$ cat src/design/rng_consts.vh
// Contract
// - value read gives 16 random bits, upper zero
// - new values spaced at least 1.25 us
// - off bit clear keeps generator running
// - off bit set powers down oscillators
// - off bit set gates generator clock
// - ready flag shows a valid value
// - value read without value waits for one
// - ready flag stays low while disabled
// - host and internal consumer both served
`ifndef RNG_CONSTS_VH
`define RNG_CONSTS_VH
`define GEN_CONFIG_OFS 32'h0000_0000
`define GEN_STATUS_OFS 32'h0000_0004
`define RANDOM_OUT_OFS 32'h0000_0008
`define GEN_CONFIG_RST 32'h0000_0000
`define GENERATOR_OFF_BIT 2
`define READY_BIT 0
`define MIN_PERIOD_PS 1250000
`define CLK_PERIOD_PS 4000
`define MIN_PERIOD_CYC ((`MIN_PERIOD_PS + `CLK_PERIOD_PS - 1) / `CLK_PERIOD_PS)
`define HRESP_OKAY 1'b0
`endif

$ cat src/design/rng_bus_wrapper.v
`timescale 1ns/1ps
`include "rng_consts.vh"
module rng_bus_wrapper #(
   parameter integer GAP_CYC = `MIN_PERIOD_CYC
) (
   input wire clk,
   input wire rstn,
   input wire hsel,
   input wire [31:0] haddr,
   input wire [1:0] htrans,
   input wire hwrite,
   input wire [2:0] hsize,
   input wire [31:0] hwdata,
   input wire hready,
   output reg [31:0] hrdata,
   output reg hreadyout,
   output reg hresp,
   input wire noise_in,
   input wire int_req,
   output reg int_ack,
   output reg [15:0] int_data,
   output reg osc_powerdown,
   output reg gen_clk_en
);
   // last count value before a fresh word may be made
   localparam integer GAP_LIM_INT = GAP_CYC - 1;

   // two-stage synchroniser for the asynchronous entropy bit
   reg noise_s1_r;
   reg noise_s2_r;

   // register file and bus phase state
   reg [31:0] config_r;
   reg [31:0] config_nxt;
   reg wr_cfg_r;
   reg wr_cfg_nxt;
   reg pend_r;
   reg pend_nxt;

   // generator state
   reg [15:0] lfsr_r;
   reg [15:0] lfsr_nxt;
   reg [15:0] value_r;
   reg [15:0] value_nxt;
   reg valid_r;
   reg valid_nxt;
   reg [11:0] gap_r;
   reg [11:0] gap_nxt;

   // next values of the registered outputs
   reg [31:0] hrdata_nxt;
   reg hreadyout_nxt;
   reg hresp_nxt;
   reg int_ack_nxt;
   reg [15:0] int_data_nxt;
   reg osc_powerdown_nxt;
   reg gen_clk_en_nxt;

   // constants widened to 32 bits, then cut on purpose
   wire [31:0] gap_lim_w;
   wire [11:0] gap_lim;
   wire [31:0] config_ofs;
   wire [31:0] status_ofs;
   wire [31:0] value_ofs;
   wire [31:0] config_rst;

   // decoded request and generator handshakes
   wire gen_off;
   wire take;
   wire take_read;
   wire take_write;
   wire hit_config;
   wire hit_status;
   wire hit_value;
   wire feedback;
   wire ready_flag;
   wire host_take;
   wire int_take;
   wire consume;
   wire gap_done;

   assign gap_lim_w = GAP_LIM_INT;
   assign gap_lim = gap_lim_w[11:0];
   assign config_ofs = `GEN_CONFIG_OFS;
   assign status_ofs = `GEN_STATUS_OFS;
   assign value_ofs = `RANDOM_OUT_OFS;
   assign config_rst = `GEN_CONFIG_RST;

   assign gen_off = config_r[`GENERATOR_OFF_BIT];
   assign take = hsel && hready && htrans[1] && hreadyout;
   assign take_read = take && !hwrite;
   assign take_write = take && hwrite;
   // low byte decoded in full, so nearby offsets do not alias a register
   assign hit_config = haddr[7:0] == config_ofs[7:0];
   assign hit_status = haddr[7:0] == status_ofs[7:0];
   assign hit_value = haddr[7:0] == value_ofs[7:0];
   assign feedback = lfsr_r[15] ^ lfsr_r[13] ^ lfsr_r[12] ^ lfsr_r[10] ^ noise_s2_r;
   assign ready_flag = valid_r && !gen_off;
   // host read wins over the internal consumer in the same cycle
   assign host_take = pend_r && ready_flag;
   assign int_take = int_req && ready_flag && !host_take && !int_ack;
   assign consume = host_take || int_take;
   assign gap_done = gap_r >= gap_lim;

   always @(posedge clk) begin
      if (!rstn) begin
         noise_s1_r <= 1'b0;
         noise_s2_r <= 1'b0;
      end else begin
         noise_s1_r <= noise_in;
         noise_s2_r <= noise_s1_r;
      end
   end

   // generator: LFSR, value and gap frozen while off, valid cleared, its clock being gated
   always @* begin
      lfsr_nxt = lfsr_r;
      value_nxt = value_r;
      valid_nxt = valid_r;
      gap_nxt = gap_r;
      if (gen_off) begin
         valid_nxt = 1'b0;
      end else begin
         lfsr_nxt = {lfsr_r[14:0], feedback};
         if (consume) begin
            valid_nxt = 1'b0;
            gap_nxt = 12'h000;
         end else if (!valid_r) begin
            if (gap_done) begin
               value_nxt = {lfsr_r[14:0], feedback};
               valid_nxt = 1'b1;
            end else begin
               gap_nxt = gap_r + 12'h001;
            end
         end
      end
   end

   always @(posedge clk) begin
      if (!rstn) begin
         lfsr_r <= 16'h0001;
      end else begin
         lfsr_r <= lfsr_nxt;
      end
   end

   always @(posedge clk) begin
      if (!rstn) begin
         value_r <= 16'h0000;
      end else begin
         value_r <= value_nxt;
      end
   end

   always @(posedge clk) begin
      if (!rstn) begin
         valid_r <= 1'b0;
      end else begin
         valid_r <= valid_nxt;
      end
   end

   always @(posedge clk) begin
      if (!rstn) begin
         gap_r <= 12'h000;
      end else begin
         gap_r <= gap_nxt;
      end
   end

   // side outputs: power control and the internal consumer port
   always @* begin
      osc_powerdown_nxt = gen_off;
      gen_clk_en_nxt = !gen_off;
      int_ack_nxt = int_take;
      int_data_nxt = int_data;
      if (int_take) begin
         int_data_nxt = value_r;
      end
   end

   always @(posedge clk) begin
      if (!rstn) begin
         osc_powerdown <= 1'b0;
      end else begin
         osc_powerdown <= osc_powerdown_nxt;
      end
   end

   always @(posedge clk) begin
      if (!rstn) begin
         gen_clk_en <= 1'b1;
      end else begin
         gen_clk_en <= gen_clk_en_nxt;
      end
   end

   always @(posedge clk) begin
      if (!rstn) begin
         int_ack <= 1'b0;
      end else begin
         int_ack <= int_ack_nxt;
      end
   end

   always @(posedge clk) begin
      if (!rstn) begin
         int_data <= 16'h0000;
      end else begin
         int_data <= int_data_nxt;
      end
   end

   // config write: address phase flagged, data taken one cycle later
   always @* begin
      config_nxt = config_r;
      wr_cfg_nxt = 1'b0;
      if (wr_cfg_r) begin
         config_nxt = hwdata;
      end
      if (take_write && hit_config) begin
         wr_cfg_nxt = 1'b1;
      end
   end

   always @(posedge clk) begin
      if (!rstn) begin
         config_r <= config_rst;
      end else begin
         config_r <= config_nxt;
      end
   end

   always @(posedge clk) begin
      if (!rstn) begin
         wr_cfg_r <= 1'b0;
      end else begin
         wr_cfg_r <= wr_cfg_nxt;
      end
   end

   // reads: value read stalls until a word is ready, never errors
   always @* begin
      pend_nxt = pend_r;
      hrdata_nxt = hrdata;
      hreadyout_nxt = hreadyout;
      hresp_nxt = `HRESP_OKAY;
      if (pend_r) begin
         if (host_take) begin
            hrdata_nxt = {16'h0000, value_r};
            hreadyout_nxt = 1'b1;
            pend_nxt = 1'b0;
         end
      end else if (take_write) begin
         hrdata_nxt = 32'h0000_0000;
      end else if (take_read) begin
         if (hit_value) begin
            pend_nxt = 1'b1;
            hreadyout_nxt = 1'b0;
         end else if (hit_config) begin
            hrdata_nxt = config_r;
         end else if (hit_status) begin
            hrdata_nxt = {31'h0000_0000, ready_flag};
         end else begin
            hrdata_nxt = 32'h0000_0000;
         end
      end
   end

   always @(posedge clk) begin
      if (!rstn) begin
         pend_r <= 1'b0;
      end else begin
         pend_r <= pend_nxt;
      end
   end

   always @(posedge clk) begin
      if (!rstn) begin
         hrdata <= 32'h0000_0000;
      end else begin
         hrdata <= hrdata_nxt;
      end
   end

   always @(posedge clk) begin
      if (!rstn) begin
         hreadyout <= 1'b1;
      end else begin
         hreadyout <= hreadyout_nxt;
      end
   end

   // response is tied to okay, but kept registered like every output
   always @(posedge clk) begin
      if (!rstn) begin
         hresp <= `HRESP_OKAY;
      end else begin
         hresp <= hresp_nxt;
      end
   end

   // note: a stalled value read holds the bus through any disable
   // period; no write is taken while stalled, so only reset releases it
endmodule

$ cat config.mk
export PLATFORM = sky130hd
export DESIGN_NAME = rng_bus_wrapper
export DESIGN_NICKNAME = d
export VERILOG_FILES = /design/src/design/rng_bus_wrapper.v
export VERILOG_INCLUDE_DIRS = /design/src /design/src/design
export SDC_FILE = /design/constraint.sdc
export NUM_CORES = 1
export LEC_CHECK = 0
export BUFFER_PORTS_ARGS = -buffer_cell sky130_fd_sc_hd__buf_2
export CORE_ASPECT_RATIO = 0.8
export CORE_MARGIN = 4
export CORE_UTILIZATION = 35
export DETAILED_ROUTE_END_ITERATION = 10
export GPL_TIMING_DRIVEN = 0
export PLACE_DENSITY_LB_ADDON = 0.12
export SYNTH_ARGS = -nofsm -noshare
export SYNTH_HDL_FRONTEND = slang
export SYNTH_SLANG_ARGS = --single-unit
$ cat constraint.sdc
create_clock -name clk -period 2.46 [get_ports clk]
set_input_delay 0.123 -clock clk [delete_from_list [all_inputs] [get_ports clk]]
set_output_delay 0.123 -clock clk [all_outputs]
set_load 0.05 [all_outputs]
Word level (Yosys, flattened, before mapping)
Cells that the tools add are included.

Shift operators: 0. Order comparisons: 1. Bitwise logic cells: 8. Reductions and logical operators: 25. $add $sub $neg: 1. Div/mod/pow operators: 0. Multiply operators: 0. Eq/ne operators: 7. Muxes and demuxes: 23.

Operators with widths (count): 32-bit 2-to-1 mux (6); 12-bit 2-to-1 mux (3); 1-bit 2-to-1 mux (14); 12-bit by 1-bit adder with 12-bit output (second input constant) (1); 12-bit by 9-bit greater-or-equal comparator with 1-bit output (second input constant) (1); 1-bit logical AND (11); 8-bit by 3-bit equality test with 1-bit output (second input constant) (1); 8-bit by 4-bit equality test with 1-bit output (second input constant) (1); 8-bit logical NOT (1); 4-bit AND reduction (2); 3-bit AND reduction (2); 1-bit logical NOT (4); 2-bit by 1-bit != test with 1-bit output (second input constant) (2); 2-bit != test (second input constant) (2); 1-bit NOT (4); 2-bit nonzero test (2); 1-bit XOR (4); 3-bit != test (second input constant) (1); 3-bit nonzero test (1); 3-bit OR reduction (1); 1-bit logical OR (1).

Logic and storage cells: 80. Latch bits: 0. Output and inout port bits: 53. Memories: 0. Register bits after elaboration: 133. Bits in writable memories: 0. Bits of input ports: 76. Memory bits (read-only): 0.

Longest topological paths before layout
Word-level depth: 9. Depth in mapped cells: 7. Gate-level depth less buffers: 5.

Least setup slack after synthesis
No wires, ideal clock.

Path kind: reg-to-reg. Start: reg hreadyout. End: reg hrdata[10]. Buffers on the path: 2. Library setup time: 0.137 ns. Clock period less this slack: 2.120 ns. Data arrival time: 1.982 ns. Data required time: 2.323 ns. Cell stages (with the launch flop): 7. Setup slack: 0.340 ns. Path through: dfxtp_1 -> and4_1 -> nand2b_1 -> clkbuf_1 -> o21ai_1 -> clkbuf_1 -> a211oi_1.

Longest elaborated chain between the ends: 4. Elaborated cells on any way between the ends: 8. Classes of those cells: eq/ne: 1; mux: 2; reduce/logical: 5.

RTL lines: start: declaration (RTL line rng_bus_wrapper.v:16) `output reg hreadyout,`; start signal: assignment (RTL line rng_bus_wrapper.v:290) `hreadyout <= hreadyout_nxt;`; 1-bit logical AND * (RTL line rng_bus_wrapper.v:90) `assign take = hsel && hready && htrans[1] && hreadyout;`; 1-bit logical AND, on equally long branches (RTL line rng_bus_wrapper.v:92, rng_bus_wrapper.v:91); 3-bit != test (no source line) (tied with other cells); 3-bit AND reduction (no source line) / 32-bit 2-to-1 mux (equally long branches); end signal: assignment (RTL line rng_bus_wrapper.v:282) `hrdata <= hrdata_nxt;`; end: declaration (RTL line rng_bus_wrapper.v:15) `output reg [31:0] hrdata,`.

Mark *: on every way between the ends. The rest lies on a longest branch, timed or not. A chain may end at the register's enable or synchronous reset.

Final worst setup path
Start: reg config_r[2]. End: reg gap_r[1].

Longest elaborated chain between the ends: 9. Elaborated cells on any way between the ends: 13. Classes of those cells: eq/ne: 2; mux: 1; bitwise: 1; reduce/logical: 9.

RTL lines: start: declaration (RTL line rng_bus_wrapper.v:33) `reg [31:0] config_r;`; start signal: assignment (RTL line rng_bus_wrapper.v:228) `config_r <= config_rst;`; start signal: assignment (RTL line rng_bus_wrapper.v:230) `config_r <= config_nxt;`; 1-bit logical NOT (RTL line rng_bus_wrapper.v:98) `assign ready_flag = valid_r && !gen_off;`; 1-bit logical AND (RTL line rng_bus_wrapper.v:98); 1-bit logical AND (RTL line rng_bus_wrapper.v:100) `assign host_take = pend_r && ready_flag;`; 1-bit logical NOT (RTL line rng_bus_wrapper.v:101) `assign int_take = int_req && ready_flag && !host_take && !int_ack;`; 1-bit logical AND (2 in series) (RTL line rng_bus_wrapper.v:101); 1-bit logical OR (RTL line rng_bus_wrapper.v:102) `assign consume = host_take || int_take;`; 2-bit != test (no source line) / 2-bit by 1-bit != test with 1-bit output (equally long branches); 3-bit AND reduction (no source line); end signal: assignment (RTL line rng_bus_wrapper.v:167) `gap_r <= gap_nxt;`; end: declaration (RTL line rng_bus_wrapper.v:47) `reg [11:0] gap_r;`.

Several ways; a longest one is shown, not always the timed one.

==> impl_metrics.yaml <==
run_status:
  status: "finished clean"
sta:
  hold_viol: 0
  skew_ps: 10.1
  period_minus_slack_ps: 2180
  slew_viol_final: 0
  max_slew_margin_pct: 49.2
  finalWorstSetupSlack_ps: 277
  worst_pin_slew_ps: 762
  finalSetupViolCount: 0
  setup_tns_ps: 0
  hold_ws_ps: 180
  post-route-period-util_pct: 88.8
  max_freq_ghz: 0.458
  rsz0062_at_grt: "false"
power_and_ir_drop:
  power_density_nw_per_um2: 733
  peakVddDrop_mv: 0.479
  power_mw: 5.15
  p_leak_nw: 2.61
clocking:
  cts_buffer_depth: 2
  cts_tree: "done"
  cts_buffers: 17
  cts_root_buf: "clkbuf_16"
  postCtsSetupBuffers: 0
  h-tree-depth: 4
  cts.sinks: 133
  cts.clk_slew.worst_paths_ps: 60
  insertion_delay_ps: 420
cells_and_area:
  antenna-diode-count: 0
  final_cells: 886
  layout.nets: 767
  final_core_util_pct: 48.1
  syn_to_final_growth_pct: 32.2
  layout-drive-gt1-share_pct: 20.8
  layout_common_cells: "dfxtp_1, buf_2, nor2_1, mux2i_1, dlygate4sd3_1"
  final_common_cell: "dfxtp_1"
  stdcell_area_sq_um: 7020
placement:
  gp_congestion: 0.822
  dpl.hpwl_um: 11300
  dpl_cell_area_sq_um: 6040
  pre_cts_ws_ps: 203
  port_buffers: 99
  dp_cells: 818
routing:
  dr_total_vias: 4695
  drt_iter0_markers: 403
  wl_per_cell_um: 17.6
  avgViaCountPerCell: 5.30
  drt_pre_antenna_iters: 4
  drcViolationCount: 0
  drtAntennaViolNets: 0
  routed_wl_um: 15600
setup_path:
  critPathMostFrequentCell: "clkbuf_1"
  worstSetupEndpointType: "flip-flop"
  critical_path_required_ps: 2770
  start_kind: "flip-flop"
  slowest_delay_ps: 430
  r2r_start: "config_r[2]"
  ff2ff_setup_slack_ps: 280
  r2r_cells: 6
  setup.worst_path.class: "reg2reg"
  cp.arrival_ps: 2490
  timing.rr.end: "gap_r[1]"
  worst-path-max-fanout: 10
  crit_chain: "clkbuf_1 -> nor2b_1 -> clkbuf_1 -> o21ai_1 -> o41a_1 -> a31o_2"
  cpMaxStageDelayCell: "clkbuf_1"
synthesis:
  synth_cells: 535
  synth_nets: 613
  ys_types: 48
  async_reset_ff_share_pct: 0
  synth_ff_type: "dfxtp_1"
  synth_edf_count: 0
  yosys_warnings: 0
  synth.avg_cell_area_sq_um: 9.93
  netlist_area_sq_um: 5310
  synth-seq-cells: 133
  ys_seq_area_share_pct: 50.1
floorplan:
  ios: 129
  floorplan.initialDensity_pct: 36.4
  core_area_sq_um: 14600
  die_x_um: 146
  die-area_sq_um: 17200
  die_y_um: 118
  rows: 39
min_path:
  worstHoldEndpoint: "pend_r"
  holdPathStages: 4
  min_from: "htrans[1]"
  hold_path_class: "in2reg"
global_routing:
  grt_use_total_pct: 18.3
  antenna_found_initial: 0
  grt_pass1_wl_um: 25300
  grt_overflow: 0
  grt_max_degree: 17
  grt_pass1_vias: 4677
job:
  drv_cap: 0
-- worst max path at each step --
stage,from,end,slack (ps),cells past startpoint
2_1_floorplan,hreadyout,hrdata[10],340,6
3_3_place_gp,hreadyout,hrdata[12],240,6
3_5_place_dp,hreadyout,hrdata[9],200,6
4_1_cts,hreadyout,hrdata[9],190,6
5_1_grt,config_r[2],gap_r[5],120,6
6_report,config_r[2],gap_r[1],280,6
-- metal layers --
metal	GRT usage (%)	wire length (um)	up-vias
li1	-	-	2282
met4	5.34	218	0
met3	5.39	980	21
met1	25.9	7820	2221
met5	0	0	-
met2	27.2	6560	171
-- flip-flops by register name (all words and copies together), names as in the netlist --
register,count
int_data,16
hreadyout,1
gen_clk_en,1
valid_r,1
config_r,32
osc_powerdown,1
lfsr_r,16
value_r,16
noise_s1_r,1
pend_r,1
wr_cfg_r,1
hrdata,32
gap_r,12
noise_s2_r,1
int_ack,1
-- synthesized netlist by cell type (3+ instances only) --
master / n / area share, %
dfxtp_1: 133 / 50
nor2_1: 86 / 6.1
mux2i_1: 80 / 15
clkbuf_1: 33 / 2.3
nand4_1: 25 / 2.9
a21oi_1: 19 / 1.8
a22oi_1: 17 / 2.4
a211oi_1: 16 / 2.3
a221oi_1: 16 / 2.6
o211ai_1: 16 / 2.3
nand2_1: 9 / 0.64
buf_2: 6 / 0.57
nand3_1: 6 / 0.57
buf_1: 5 / 0.35
o21ai_0: 5 / 0.47
and3_1: 4 / 0.47
and4_1: 4 / 0.66
nor2b_1: 4 / 0.47
nor4_1: 4 / 0.47
and2_1: 3 / 0.35
buf_4: 3 / 0.42
inv_1: 3 / 0.21
o2111ai_1: 3 / 0.49
o41ai_1: 3 / 0.49
-- power breakdown --
group | total [mW] | internal [mW] | leakage [nW] | switching [mW]
clock network | 2.67 | 1.68 | 0.289 | 0.991
registers | 2.20 | 2.18 | 1.07 | 0.0187
logic | 0.279 | 0.112 | 1.24 | 0.166
-- cell type report --
cell class / instances / area (sq um)
plain buffers: 47 / 195
clock buffers: 22 / 474
clock inverters: 10 / 146
fillers: 1406 / 7570
inverters: 4 / 15.0
multi-input cells: 351 / 2440
flip-flops and latches: 133 / 2660
well taps: 184 / 230
repair buffers: 135 / 856
-- critical path: cells and delay by family (launching register included) --
family | cells | cell delay (ps)
AND/OR/NAND/NOR | 1 | 210
flip-flops | 1 | 290
buffers and inverters | 2 | 640
AO/OA/AOI/OAI | 3 | 950
-- kinds of logic (layout without fill, tap and decap cells) --
family                   Yosys count  in the layout  share of synthesized area, %
multiplexers                      81             81                          15.3
other                              1              1                        0.0706
adder cells (fa/ha/maj)            2              2                         0.471
XOR/XNOR                           3              3                         0.754
AO/OA/AOI/OAI                    106            106                          14.8
AND/OR/NAND/NOR                  158            158                          14.5
buffers and inverters             51            218                          3.96
flip-flops                       133            133                          50.1
-- timing repair --
item / CTS / global route
hold buffers: 36 / 0
endpoints found under the hold margin: 35 / 0
endpoints found under the setup margin: 0 / 6
gates resized for setup: 0 / 1
(Power assumes the default switching activity.)
